==> src/verilog/gpo_pkg.sv <==
package gpo_pkg;
  localparam int unsigned GPO_AW = 3;
  localparam int unsigned GPO_DW = 8;
  localparam logic [GPO_AW-1:0] GPO_A_SAMPLE = 3'h0;
  localparam logic [GPO_AW-1:0] GPO_A_DIR = 3'h1;
  localparam logic [GPO_AW-1:0] GPO_A_VALUE = 3'h2;
  localparam logic [GPO_AW-1:0] GPO_B_SAMPLE = 3'h3;
  localparam logic [GPO_AW-1:0] GPO_B_DIR = 3'h4;
  localparam logic [GPO_AW-1:0] GPO_B_VALUE = 3'h5;
  localparam logic [GPO_AW-1:0] GPO_STEER = 3'h6;
  localparam logic [GPO_DW-1:0] GPO_RESET_VALUE = 8'h00;
  localparam int unsigned GPO_BIT_DATA = 0;
  localparam int unsigned GPO_BIT_DOUT = 1;
  localparam int unsigned GPO_BIT_CLK = 2;
  localparam int unsigned GPO_BIT_RST = 7;
  // register bus layout (3-bit address, 8-bit write data, write and read strobes)
  typedef struct packed {
    logic [GPO_AW-1:0] addr;
    logic [GPO_DW-1:0] wdata;
    logic wr;
    logic rd;
  } gpo_bus_s;
  typedef struct packed {
    logic timer_out_a_active;
    logic timer_out_b_active;
    logic timer_compare_out_a;
    logic timer_compare_out_b;
    logic serial_two_wire_active;
    logic serial_three_wire_active;
    logic serial_alt_position;
    logic serial_shift_output;
    logic serial_clock_stretch;
    logic serial_start_irq_enable;
    logic pin_change_group_enable;
    logic [GPO_DW-1:0] pin_change_mask;
    logic reset_pin_mode;
  } gpo_periph_s;
endpackage

==> src/verilog/gpo_port.sv <==
// Decided for this implementation: strobed register access and the register addresses.
`timescale 1ns/1ps
`default_nettype none
module gpo_port (
  // clock and reset
  input wire logic clk_sys,
  input wire logic rst_n,
  // register port
  input wire gpo_pkg::gpo_bus_s bus,
  output logic [gpo_pkg::GPO_DW-1:0] rdata,
  // peripheral override controls
  input wire gpo_pkg::gpo_periph_s periph,
  output logic pin_change_source_eight,
  output logic serial_in_line,
  // first port pins
  input wire logic [gpo_pkg::GPO_DW-1:0] pa_in,
  output logic [gpo_pkg::GPO_DW-1:0] pa_out,
  output logic [gpo_pkg::GPO_DW-1:0] pa_oe,
  output logic [gpo_pkg::GPO_DW-1:0] pa_pullup,
  // second port pins
  input wire logic [gpo_pkg::GPO_DW-1:0] pb_in,
  output logic [gpo_pkg::GPO_DW-1:0] pb_out,
  output logic [gpo_pkg::GPO_DW-1:0] pb_oe,
  output logic [gpo_pkg::GPO_DW-1:0] pb_pullup
);
  import gpo_pkg::*;

  // ----------------------------------------
  // registers and pin synchronisers
  // ----------------------------------------
  logic [GPO_DW-1:0] first_port_output_value;
  logic [GPO_DW-1:0] first_port_direction;
  logic [GPO_DW-1:0] second_port_output_value;
  logic [GPO_DW-1:0] second_port_direction;
  logic [GPO_DW-1:0] timer_output_steering_reg;
  logic [GPO_DW-1:0] pa_meta, pa_sync, pb_meta, pb_sync;

  // pins pass two flops before anything reads them
  always_ff @(posedge clk_sys or negedge rst_n) begin
    if (!rst_n) begin
      pa_meta <= GPO_RESET_VALUE;
      pa_sync <= GPO_RESET_VALUE;
      pb_meta <= GPO_RESET_VALUE;
      pb_sync <= GPO_RESET_VALUE;
    end else begin
      pa_meta <= pa_in;
      pa_sync <= pa_meta;
      pb_meta <= pb_in;
      pb_sync <= pb_meta;
    end
  end

  // ----------------------------------------
  // write decode
  // ----------------------------------------
  function automatic logic hit(input gpo_bus_s b, input logic [GPO_AW-1:0] a);
    hit = b.wr && (b.addr == a);
  endfunction

  wire logic rst_pin = periph.reset_pin_mode;
  wire logic [GPO_DW-1:0] rst_mask = GPO_DW'(rst_pin) << GPO_BIT_RST;
  wire logic [GPO_DW-1:0] next_a_value = hit(bus, GPO_A_VALUE) ? bus.wdata :
    hit(bus, GPO_A_SAMPLE) ? (first_port_output_value ^ bus.wdata)
    : first_port_output_value;
  wire logic [GPO_DW-1:0] next_b_value = hit(bus, GPO_B_VALUE) ? bus.wdata :
    hit(bus, GPO_B_SAMPLE) ? (second_port_output_value ^ bus.wdata)
    : second_port_output_value;

  always_ff @(posedge clk_sys or negedge rst_n) begin
    if (!rst_n) begin
      first_port_output_value <= GPO_RESET_VALUE;
      first_port_direction <= GPO_RESET_VALUE;
      second_port_output_value <= GPO_RESET_VALUE;
      second_port_direction <= GPO_RESET_VALUE;
      timer_output_steering_reg <= GPO_RESET_VALUE;
    end else begin
      first_port_output_value <= next_a_value;
      second_port_output_value <= next_b_value & ~rst_mask;
      if (hit(bus, GPO_A_DIR)) begin
        first_port_direction <= bus.wdata;
      end
      if (hit(bus, GPO_B_DIR)) begin
        second_port_direction <= bus.wdata & ~rst_mask;
      end else begin
        second_port_direction <= second_port_direction & ~rst_mask;
      end
      if (hit(bus, GPO_STEER)) begin
        timer_output_steering_reg <= bus.wdata;
      end
    end
  end

  // ----------------------------------------
  // read path, data one cycle after strobe
  // ----------------------------------------
  logic [GPO_DW-1:0] next_rdata;
  always_comb begin
    case (bus.addr)
      GPO_A_SAMPLE: next_rdata = pa_sync;
      GPO_A_DIR: next_rdata = first_port_direction;
      GPO_A_VALUE: next_rdata = first_port_output_value;
      GPO_B_SAMPLE: next_rdata = pb_sync & ~rst_mask;
      GPO_B_DIR: next_rdata = second_port_direction;
      GPO_B_VALUE: next_rdata = second_port_output_value;
      GPO_STEER: next_rdata = timer_output_steering_reg;
      default: next_rdata = GPO_RESET_VALUE;
    endcase
  end

  // ----------------------------------------
  // second port override logic
  // ----------------------------------------
  wire logic tw_alt = periph.serial_two_wire_active & periph.serial_alt_position;
  wire logic thw_alt = periph.serial_three_wire_active & periph.serial_alt_position;
  wire logic direction_bit_zero = second_port_direction[GPO_BIT_DATA];
  wire logic port_b_direction_two = second_port_direction[GPO_BIT_CLK];
  wire logic port_b_value_zero = second_port_output_value[GPO_BIT_DATA];
  wire logic port_b_value_one = second_port_output_value[GPO_BIT_DOUT];
  logic [GPO_DW-1:0] tmr_en, tmr_val, pv_oe, pv_ov, dd_oe, dd_ov;
  // even pins carry channel A, odd pins channel B
  genvar gi;
  generate
    for (gi = 0; gi < GPO_DW; gi++) begin : g_tmr
      if (gi % 2 == 0) begin : g_a
        assign tmr_en[gi] = periph.timer_out_a_active & timer_output_steering_reg[gi];
        assign tmr_val[gi] = periph.timer_compare_out_a;
      end else begin : g_b
        assign tmr_en[gi] = periph.timer_out_b_active & timer_output_steering_reg[gi];
        assign tmr_val[gi] = periph.timer_compare_out_b;
      end
    end
  endgenerate

  wire logic sda_low = tw_alt & direction_bit_zero;
  wire logic scl_low = tw_alt & port_b_direction_two;
  // three-wire output drives pin 1 in place of timer B
  wire logic do_sel = (periph.serial_two_wire_active | periph.serial_three_wire_active)
    & periph.serial_alt_position;
  always_comb begin
    pv_oe = tmr_en;
    pv_ov = tmr_val;
    dd_oe = GPO_RESET_VALUE;
    dd_ov = GPO_RESET_VALUE;
    pv_oe[GPO_BIT_DATA] = sda_low | tmr_en[GPO_BIT_DATA];
    pv_ov[GPO_BIT_DATA] = sda_low ? 1'b0 : tmr_val[GPO_BIT_DATA];
    pv_oe[GPO_BIT_CLK] = scl_low | tmr_en[GPO_BIT_CLK];
    pv_ov[GPO_BIT_CLK] = scl_low ? 1'b0 : tmr_val[GPO_BIT_CLK];
    pv_oe[GPO_BIT_DOUT] = (do_sel & thw_alt) | tmr_en[GPO_BIT_DOUT];
    pv_ov[GPO_BIT_DOUT] = do_sel ? periph.serial_shift_output : tmr_val[GPO_BIT_DOUT];
    dd_oe[GPO_BIT_DATA] = tw_alt;
    dd_ov[GPO_BIT_DATA] = (periph.serial_shift_output | port_b_value_zero)
      & direction_bit_zero;
    dd_oe[GPO_BIT_CLK] = tw_alt;
    dd_ov[GPO_BIT_CLK] = (periph.serial_clock_stretch | second_port_output_value[GPO_BIT_CLK])
      & port_b_direction_two;
  end

  // value applies only when the effective direction is output; pull-up on inputs
  wire logic [GPO_DW-1:0] b_dir = (dd_oe & dd_ov) | (~dd_oe & second_port_direction);
  wire logic [GPO_DW-1:0] b_val = (pv_oe & pv_ov) | (~pv_oe & second_port_output_value);
  wire logic [GPO_DW-1:0] b_pu = ~b_dir & second_port_output_value & ~rst_mask;
  wire logic pc_en = (periph.serial_start_irq_enable & periph.serial_alt_position)
    | (periph.pin_change_group_enable & periph.pin_change_mask[GPO_BIT_DATA]);

  // ----------------------------------------
  // registered outputs
  // ----------------------------------------
  always_ff @(posedge clk_sys or negedge rst_n) begin
    if (!rst_n) begin
      rdata <= GPO_RESET_VALUE;
      pa_out <= GPO_RESET_VALUE;
      pa_oe <= GPO_RESET_VALUE;
      pa_pullup <= GPO_RESET_VALUE;
      pb_out <= GPO_RESET_VALUE;
      pb_oe <= GPO_RESET_VALUE;
      pb_pullup <= GPO_RESET_VALUE;
      pin_change_source_eight <= 1'b0;
      serial_in_line <= 1'b0;
    end else begin
      rdata <= bus.rd ? next_rdata : GPO_RESET_VALUE;
      pa_out <= first_port_output_value & first_port_direction;
      pa_oe <= first_port_direction;
      pa_pullup <= first_port_output_value & ~first_port_direction;
      pb_out <= b_val & b_dir & ~rst_mask;
      pb_oe <= b_dir & ~rst_mask;
      pb_pullup <= b_pu;
      pin_change_source_eight <= pc_en & pb_sync[GPO_BIT_DATA];
      // serial input sees the pin while it is an input, and always in two-wire mode
      serial_in_line <= pb_sync[GPO_BIT_DATA] & (~direction_bit_zero | tw_alt);
    end
  end

  // ----------------------------------------
  // assertions
  // ----------------------------------------
  // the data pin may only ever pull low in two-wire mode while its direction bit is set
  chk_sda_low_drive: assert property (@(posedge clk_sys) disable iff (!rst_n)
    (tw_alt && direction_bit_zero)
      |=> !pb_out[GPO_BIT_DATA])
    else $error("data pin driven high in two-wire mode");
  chk_timer_needs_dir: assert property (@(posedge clk_sys) disable iff (!rst_n)
    (!tw_alt && !direction_bit_zero) |=> !pb_oe[GPO_BIT_DATA])
    else $error("data pin driven while direction is input");
  chk_toggle_write: assert property (@(posedge clk_sys) disable iff (!rst_n)
    hit(bus, GPO_A_SAMPLE) |=>
      first_port_output_value == ($past(first_port_output_value) ^ $past(bus.wdata)))
    else $error("sample write did not toggle value");
  chk_reset_pin_zero: assert property (@(posedge clk_sys) disable iff (!rst_n)
    (rst_pin && bus.rd) |=> rdata[GPO_BIT_RST] == 1'b0)
    else $error("reset pin bit read nonzero");
  chk_dout_select: assert property (@(posedge clk_sys) disable iff (!rst_n)
    (thw_alt && second_port_direction[GPO_BIT_DOUT])
      |=> pb_out[GPO_BIT_DOUT] == $past(periph.serial_shift_output))
    else $error("serial output not on pin one");
  chk_plain_port_a: assert property (@(posedge clk_sys) disable iff (!rst_n)
    1'b1 |=> pa_oe == $past(first_port_direction))
    else $error("first port direction not applied");
  chk_timer_steer: assert property (@(posedge clk_sys) disable iff (!rst_n)
    (!timer_output_steering_reg[3] && !periph.serial_alt_position)
      |=> pb_out[3] == $past(second_port_output_value[3] & second_port_direction[3]))
    else $error("unsteered pin took timer value");
  chk_pin_change: assert property (@(posedge clk_sys) disable iff (!rst_n)
    !pc_en |=> !pin_change_source_eight)
    else $error("pin change seen while disabled");

  // pin overrides on the second port
  chk_scl_low_drive: assert property (@(posedge clk_sys) disable iff (!rst_n)
    (tw_alt && port_b_direction_two)
      |=> !pb_out[GPO_BIT_CLK])
    else $error("clock pin driven high in two-wire mode");
  chk_sda_dir_open: assert property (@(posedge clk_sys) disable iff (!rst_n)
    tw_alt
      |=> pb_oe[GPO_BIT_DATA] == $past((periph.serial_shift_output | port_b_value_zero) & direction_bit_zero))
    else $error("data pin direction not open-drain style");
  chk_timer_a_pin: assert property (@(posedge clk_sys) disable iff (!rst_n)
    (!tw_alt && periph.timer_out_a_active && timer_output_steering_reg[GPO_BIT_DATA] && direction_bit_zero)
      |=> pb_out[GPO_BIT_DATA] == $past(periph.timer_compare_out_a))
    else $error("steered timer a value missing on data pin");
  chk_dout_timer_b: assert property (@(posedge clk_sys) disable iff (!rst_n)
    (!periph.serial_alt_position && periph.timer_out_b_active
      && timer_output_steering_reg[GPO_BIT_DOUT] && second_port_direction[GPO_BIT_DOUT])
      |=> pb_out[GPO_BIT_DOUT] == $past(periph.timer_compare_out_b))
    else $error("steered timer b value missing on pin one");
  chk_dout_pullup: assert property (@(posedge clk_sys) disable iff (!rst_n)
    (thw_alt && !second_port_direction[GPO_BIT_DOUT])
      |=> pb_pullup[GPO_BIT_DOUT] == $past(port_b_value_one))
    else $error("pin one pull-up lost in three-wire mode");
  chk_reset_pin_drive: assert property (@(posedge clk_sys) disable iff (!rst_n)
    rst_pin
      |=> !pb_oe[GPO_BIT_RST] && !pb_pullup[GPO_BIT_RST])
    else $error("reset pin driven or pulled");
  chk_reset_dir_clear: assert property (@(posedge clk_sys) disable iff (!rst_n)
    rst_pin
      |=> !second_port_direction[GPO_BIT_RST] && !second_port_output_value[GPO_BIT_RST])
    else $error("reset pin stored bits not cleared");

  // register writes
  chk_a_value_write: assert property (@(posedge clk_sys) disable iff (!rst_n)
    hit(bus, GPO_A_VALUE)
      |=> first_port_output_value == $past(bus.wdata))
    else $error("first port value write lost");
  chk_a_dir_write: assert property (@(posedge clk_sys) disable iff (!rst_n)
    hit(bus, GPO_A_DIR)
      |=> first_port_direction == $past(bus.wdata))
    else $error("first port direction write lost");
  chk_b_value_write: assert property (@(posedge clk_sys) disable iff (!rst_n)
    hit(bus, GPO_B_VALUE)
      |=> second_port_output_value == ($past(bus.wdata) & ~$past(rst_mask)))
    else $error("second port value write lost");
  chk_b_dir_write: assert property (@(posedge clk_sys) disable iff (!rst_n)
    hit(bus, GPO_B_DIR)
      |=> second_port_direction == ($past(bus.wdata) & ~$past(rst_mask)))
    else $error("second port direction write lost");
  chk_b_toggle_write: assert property (@(posedge clk_sys) disable iff (!rst_n)
    hit(bus, GPO_B_SAMPLE)
      |=> second_port_output_value == (($past(second_port_output_value) ^ $past(bus.wdata)) & ~$past(rst_mask)))
    else $error("second port sample write did not toggle");

  // read and input paths, and first port drive
  chk_a_sample_read: assert property (@(posedge clk_sys) disable iff (!rst_n)
    (bus.rd && bus.addr == GPO_A_SAMPLE)
      |=> rdata == $past(pa_sync))
    else $error("first port sample read wrong");
  chk_b_sample_read: assert property (@(posedge clk_sys) disable iff (!rst_n)
    (bus.rd && bus.addr == GPO_B_SAMPLE)
      |=> rdata == ($past(pb_sync) & ~$past(rst_mask)))
    else $error("second port sample read wrong");
  chk_serial_in_gate: assert property (@(posedge clk_sys) disable iff (!rst_n)
    (!tw_alt && direction_bit_zero)
      |=> !serial_in_line)
    else $error("serial input seen while pin is output");
  chk_sda_input_path: assert property (@(posedge clk_sys) disable iff (!rst_n)
    tw_alt
      |=> serial_in_line == $past(pb_sync[GPO_BIT_DATA]))
    else $error("data line input lost in two-wire mode");
  chk_pin_change_follow: assert property (@(posedge clk_sys) disable iff (!rst_n)
    pc_en
      |=> pin_change_source_eight == $past(pb_sync[GPO_BIT_DATA]))
    else $error("pin change source does not follow pin");
  chk_port_a_drive: assert property (@(posedge clk_sys) disable iff (!rst_n)
    1'b1
      |=> pa_out == $past(first_port_output_value & first_port_direction)
        && pa_pullup == $past(first_port_output_value & ~first_port_direction))
    else $error("first port pins do not follow registers");
endmodule // gpo_port
`default_nettype wire
==> config.mk <==
export PLATFORM = sky130hd
export DESIGN_NAME = gpo_port
export DESIGN_NICKNAME = d
export VERILOG_FILES = /design/src/verilog/gpo_pkg.sv /design/src/verilog/gpo_port.sv
export SDC_FILE = /design/constraint.sdc
export NUM_CORES = 1
export LEC_CHECK = 0
export ABC_CLOCK_PERIOD_IN_PS = 1300
export BUFFER_PORTS_ARGS = -buffer_cell sky130_fd_sc_hd__clkbuf_2
export CORE_AREA = 2 2 113 115
export DETAILED_ROUTE_END_ITERATION = 8
export DIE_AREA = 0 0 115 117
export HOLD_SLACK_MARGIN = 0.15
export SLEW_MARGIN = 10
export SYNTH_ARGS = -nofsm -noshare
export SYNTH_HDL_FRONTEND = slang
export SYNTH_SLANG_ARGS = --single-unit
export TNS_END_PERCENT = 5
==> constraint.sdc <==
create_clock -name clk_sys -period 1.3 [get_ports clk_sys]
set_input_delay 0.13 -clock clk_sys [delete_from_list [all_inputs] [get_ports clk_sys]]
set_output_delay 0.13 -clock clk_sys [all_outputs]
set_load 0.03 [all_outputs]
After elaboration in Yosys (flattened, before gate mapping)
Index checks and enable logic that the tools add are counted.
{ "word_totals": {"ff_bits": 130, "inputBits": 51, "wordCells": 96, "out_inout_bits": 58} }
{ "classes": {"n_bitwise": 53, "eq_ne": 6, "n_reduce_logical": 9, "n_mux": 10} }
{ "ops": {"columns": ["cell", "count"], "rows": [
  ["$and A8 B8 Y8", 14],
  ["$pmux W8 S7", 1],
  ["$mux W8", 6],
  ["$not A8 Y8", 4],
  ["$and A1 B1 Y1", 20],
  ["$xor A8 B8 Y8", 2],
  ["$eq A3 B3 Y1 const B", 3],
  ["$not A3 Y8", 1],
  ["$or A1 B1 Y1", 8],
  ["$or A3 B8 Y8", 1],
  ["$or A8 B8 Y8", 1],
  ["$logic_and A1 B1 Y1", 7],
  ["$eq A3 B2 Y1 const B", 2],
  ["$and A3 B3 Y3", 1],
  ["$eq A3 B1 Y1 const B", 1],
  ["$logic_not A3 Y1", 1],
  ["$mux W1", 3],
  ["$reduce_bool A2 Y1", 1],
  ["$not A1 Y1", 1]
]} }

Depth between registers and ports, before layout
{ "logic_depth": {"depth_word": 9, "ltp_mapped": 7, "depth_no_buf": 4} }

Worst setup path after synthesis
Ideal clock, no wire load.
{ "synth_path": {"path_type": "in2reg", "start": "input port bus[10] (netlist name)", "end": "register second_port_direction[0]", "required_ps": 1175, "arrival_ps": 1121, "stages": 4, "n_path_buf": 2, "path_slack_ps": 54, "setup_time_ps": 125, "path_cell_list": "clkbuf_8 buf_8 nor3_4 mux2_2"} }
{ "synth_between": {"elab_chain_len": 3} }
{ "synth_rtl": {"columns": ["element", "line", "text"], "rows": [
  ["start: declaration", "gpo_port.sv:9", "input wire gpo_pkg::gpo_bus_s bus,"],
  ["$eq A3 B3 Y1", "gpo_port.sv:57", "hit = b.wr && (b.addr == a);"],
  ["$logic_and A1 B1 Y1", "gpo_port.sv:57", null],
  ["$mux W8", "gpo_port.sv:82", "if (hit(bus, GPO_B_DIR)) begin"],
  ["end signal: assignment", "gpo_port.sv:83", "second_port_direction <= bus.wdata & ~rst_mask;"],
  ["end signal: assignment", "gpo_port.sv:85", "second_port_direction <= second_port_direction & ~rst_mask;"],
  ["end: declaration", "gpo_port.sv:34", "logic [GPO_DW-1:0] second_port_direction;"]
]} }
No other way between the ends.
A chain may end at the register's enable or synchronous reset.

Final worst setup path
{ "layout_path": {"start": "input port periph[13] (netlist name)", "end": "register pin_change_source_eight"} }
{ "layout_between": {"elab_chain_len": 3} }
{ "layout_rtl": {"columns": ["element", "line", "text"], "rows": [
  ["start: declaration", "gpo_port.sv:12", "input wire gpo_pkg::gpo_periph_s periph,"],
  ["$and A1 B1 Y1", "gpo_port.sv:162", "wire logic pc_en = (periph.serial_start_irq_enable & periph.serial_alt_position)"],
  ["$or A1 B1 Y1", "gpo_port.sv:163", "| (periph.pin_change_group_enable & periph.pin_change_mask[GPO_BIT_DATA]);"],
  ["$and A1 B1 Y1", "gpo_port.sv:187", "pin_change_source_eight <= pc_en & pb_sync[GPO_BIT_DATA];"],
  ["end signal: assignment", "gpo_port.sv:187", null],
  ["end: declaration", "gpo_port.sv:13", "output logic pin_change_source_eight,"]
]} }
No other way between the ends.

==> results.md <==
* VDD IR max at 940 µV
* CP max stage delay at roughly 570 ps
* Layout Nets at between 600 and 700
* Ys Warns at 0
* Distinct cells, synth at 45
* Clock sink count at 130
* R2R setup slack at 80 ps
* Reg clk slew, reported paths at 60 ps
* Crit path buffers/inverters at 3
* IO Port Bufs at just over 100
* Area delta synth->final at 39.7%
* Wirelength, routed at 11800 µm
* Overall power at 11800 µW
* Post-route cell area at 0.00706 mm²
* Initial antenna violation count at 0
* Cells after Synth at 390
* TritonCTS clock tree: yes
* Placement row count at just over 40
* Routed Antenna Nets at 0
* RR Startpoint: first_port_direction[5]$_DFFE_PN0P_
* Number of global-route vias before repair at 3625
* Worst Path Max Fanout at 4
* Largest net degree at the start of global routing at 35
* Reg area at roughly 0.0033 mm²
* Mapped cell area at approximately 0.0051 mm²
* Total GRT Usage at between 10% and 20%
* FF-to-FF End: rdata[5]$_DFF_PN0_
* # IOs at 109
* First-pass GRT wire length at between 15000 and 20000 µm
* Synthesized Nets at 441
* Leak at roughly 0.0034 µW
* Total iterations of the first detailed-routing run at 4
* PnR worst setup slack at 43.6 ps
* Max_slew headroom at between 70% and 80%
* DRC at 0
* Core area at 0.0123 mm²
* H-Tree Depth at 4
* Final Hold Vio Count at 0
* Outcome: completed
* Worst Setup End Kind: flop
* Worst slew pin tran at 386 ps
* Maximum operating frequency at 796 MHz
* Multi-input logic area at 0.00166 mm²
* Filler Cells Inserted at 1042
* Max cap viols at 0
* Synthesized flop and latch total at 130
* Final setup fails at 0
* Top delay family on crit path: buffers and inverters
* Clk_lat worst skew at 420 ps
* Area post-placement at ~0.006 mm²
* Clock Skews at 14.1 ps
* Number of antenna diodes at 0
* Worst Hold Class: input port to asynchronous set/reset pin
* Deepest clock path buffer count at 2
* Gp weighted congestion at approximately 0.88
* Crit path cell chain: dlygate4sd3_1 > clkbuf_2 > a22oi_1 > dlygate4sd3_1 > nor2b_1
* Detailed Route Iter0 Violations at around 250
* Vias at 3724
* Share of layout cells above drive strength 1 at between 30% and 40%
* Worst path arrival time at 1560 ps
* Die X at about 120 µm
* Die Ht at 117 µm
* Vias per inst at 5.08
* Hpwl dp at around 8200 µm
* Slew Viols, Final at 0
* Reg2reg path depth at 3
* CTS root buf: clkbuf_16
* Die ar. at 0.0135 mm²
* Crit share post-route at 96.6%
* P per Cell Area at 1680 mW/mm²
* Critical Path RT at 1610 ps
* DR WL/cell at 16.1 µm
* CP max stage cell: dlygate4sd3_1
* Tmin final at 1260 ps
* Pre-CTS setup slack at -102 ps
* Total grt overflow at 0
* Sequential area share after synthesis at 64.4%
* Crit path kind: input port to flop
* Nature of the critical path startpoint: input port
* Syn_area_per_cell at 13.0 µm²
* Initial Util at 41.0%
* Critical Path Most Common Cell: dlygate4sd3_1
* WHS at roughly 170 ps
* TritonCTS buffer count at 17
power breakdown:
group	total (µW)	internal, µW	leakage [µW]	switching, µW
registers	4830	4510	0.00164	321
logic	1830	788	0.00144	1040
clock network	5160	3440	0.000304	1730
total	11800	8730	0.00338	3090
area by class of cell:
| cell class | count | share of cell area [%] |
|---|---|---|
| flip-flops and latches | 130 | 46.1 |
| clock inverters | 14 | 3.00 |
| multi-input cells | 236 | 23.5 |
| well taps | 150 | 2.66 |
| repair buffers | 182 | 18.4 |
| inverters | 3 | 0.160 |
| clock buffers | 18 | 6.22 |
placed cells by master (no fill, tap or decap), drive strengths merged, types with 2 or more instances in the layout:
| master | count |
|---|---|
| a211o | 2 |
| a211oi | 7 |
| a21boi | 5 |
| a21oi | 27 |
| a311oi | 11 |
| a31oi | 9 |
| and2 | 11 |
| buf | 45 |
| bufinv | 5 |
| clkbuf | 115 |
| clkinv | 4 |
| clkinvlp | 5 |
| dfrtp | 130 |
| dlygate4sd3 | 39 |
| inv | 3 |
| mux2 | 24 |
| mux2i | 15 |
| mux4 | 4 |
| nand2 | 29 |
| nand3 | 9 |
| nand3b | 4 |
| nor2 | 29 |
| nor2b | 17 |
| nor3 | 5 |
| nor3b | 2 |
| o21ai | 6 |
| o22ai | 7 |
| o31a | 2 |
| o32a | 2 |
worst max path at each step:
stage / slack (ps) / endpoint / from / cells past startpoint
after detailed placement: -100 / rdata[1]$_DFF_PN0_ / bus[10] / 6
after CTS: 20 / pb_out[5]$_DFF_PN0_ / periph[18] / 5
final: 40 / pin_change_source_eight$_DFF_PN0_ / periph[13] / 5
after global placement: -90 / rdata[1]$_DFF_PN0_ / bus[10] / 6
after floorplan: 50 / second_port_direction[0]$_DFFE_PN0N_ / bus[10] / 4
after global routing: -0.3 / pb_out[5]$_DFF_PN0_ / periph[16] / 5
timing repair:
| action | 4_1_cts | 5_1_grt |
|---|---|---|
| hold buffers | 40 | 0 |
| endpoints found under the setup margin | 0 | 2 |
| gates resized for setup | 0 | 8 |
| buffers inserted | 0 | 1 |
| endpoints found under the hold margin | 207 | 0 |
kinds of logic (layout without fill, tap and decap cells):
kind of cell	Yosys count	after routing	share of synthesized area [%]
compound gates	83	83	11.0
flops	130	130	64.4
mux	43	43	10.8
buf+inv	24	217	2.87
simple gates	110	110	11.0
through the flow:
step                      cells  utilization, %  setup TNS (ps)
after detailed placement    660            48.6           -1740
after floorplan             390               -               0
after CTS                   732            57.2               0
after global routing        733            57.3          -0.322
after global placement      660            48.6            -950
final                       733            57.3               0
routing by layer:
layer	share of wire, %	GRT usage [%]	wire length [µm]	vias up
met5	0	0	0	-
met4	2.0	9.40	232	0
met3	5.0	5.66	595	24
met2	47	28.6	5540	130
met1	46	25.9	5460	1815
li1	-	-	-	1755
cell usage after synthesis (all sizes together):
| master | instances | area share (%) |
|---|---|---|
| nand2 | 29 | 2.2 |
| nand4 | 1 | 0.12 |
| a21boi | 5 | 0.74 |
| a22oi | 1 | 0.15 |
| mux2i | 15 | 3.0 |
| a311oi | 11 | 1.9 |
| a21oi | 27 | 2.7 |
| nor2 | 29 | 2.2 |
| dfrtp | 130 | 64 |
| mux4 | 4 | 1.9 |
| nor3b | 2 | 0.40 |
| a31oi | 9 | 1.1 |
| nand3 | 9 | 0.89 |
| mux2 | 24 | 5.9 |
| nand3b | 4 | 0.59 |
| o22ai | 7 | 0.87 |
| o211a | 1 | 0.20 |
| a211o | 2 | 0.35 |
| o31a | 2 | 0.35 |
| o21ai | 6 | 0.59 |
| clkbuf | 6 | 0.64 |
| and3 | 1 | 0.12 |
| a2bb2oi | 1 | 0.17 |
| a211oi | 7 | 1.0 |
| nor2b | 17 | 2.1 |
| buf | 15 | 2.0 |
| a22o | 1 | 0.17 |
| nor3 | 5 | 0.72 |
| o31ai | 1 | 0.25 |
| o32a | 2 | 0.40 |
| and4 | 1 | 0.17 |
| inv | 3 | 0.22 |
| or3 | 1 | 0.12 |
| and2 | 11 | 1.4 |
Note: power is estimated with default switching activity, not from simulation.
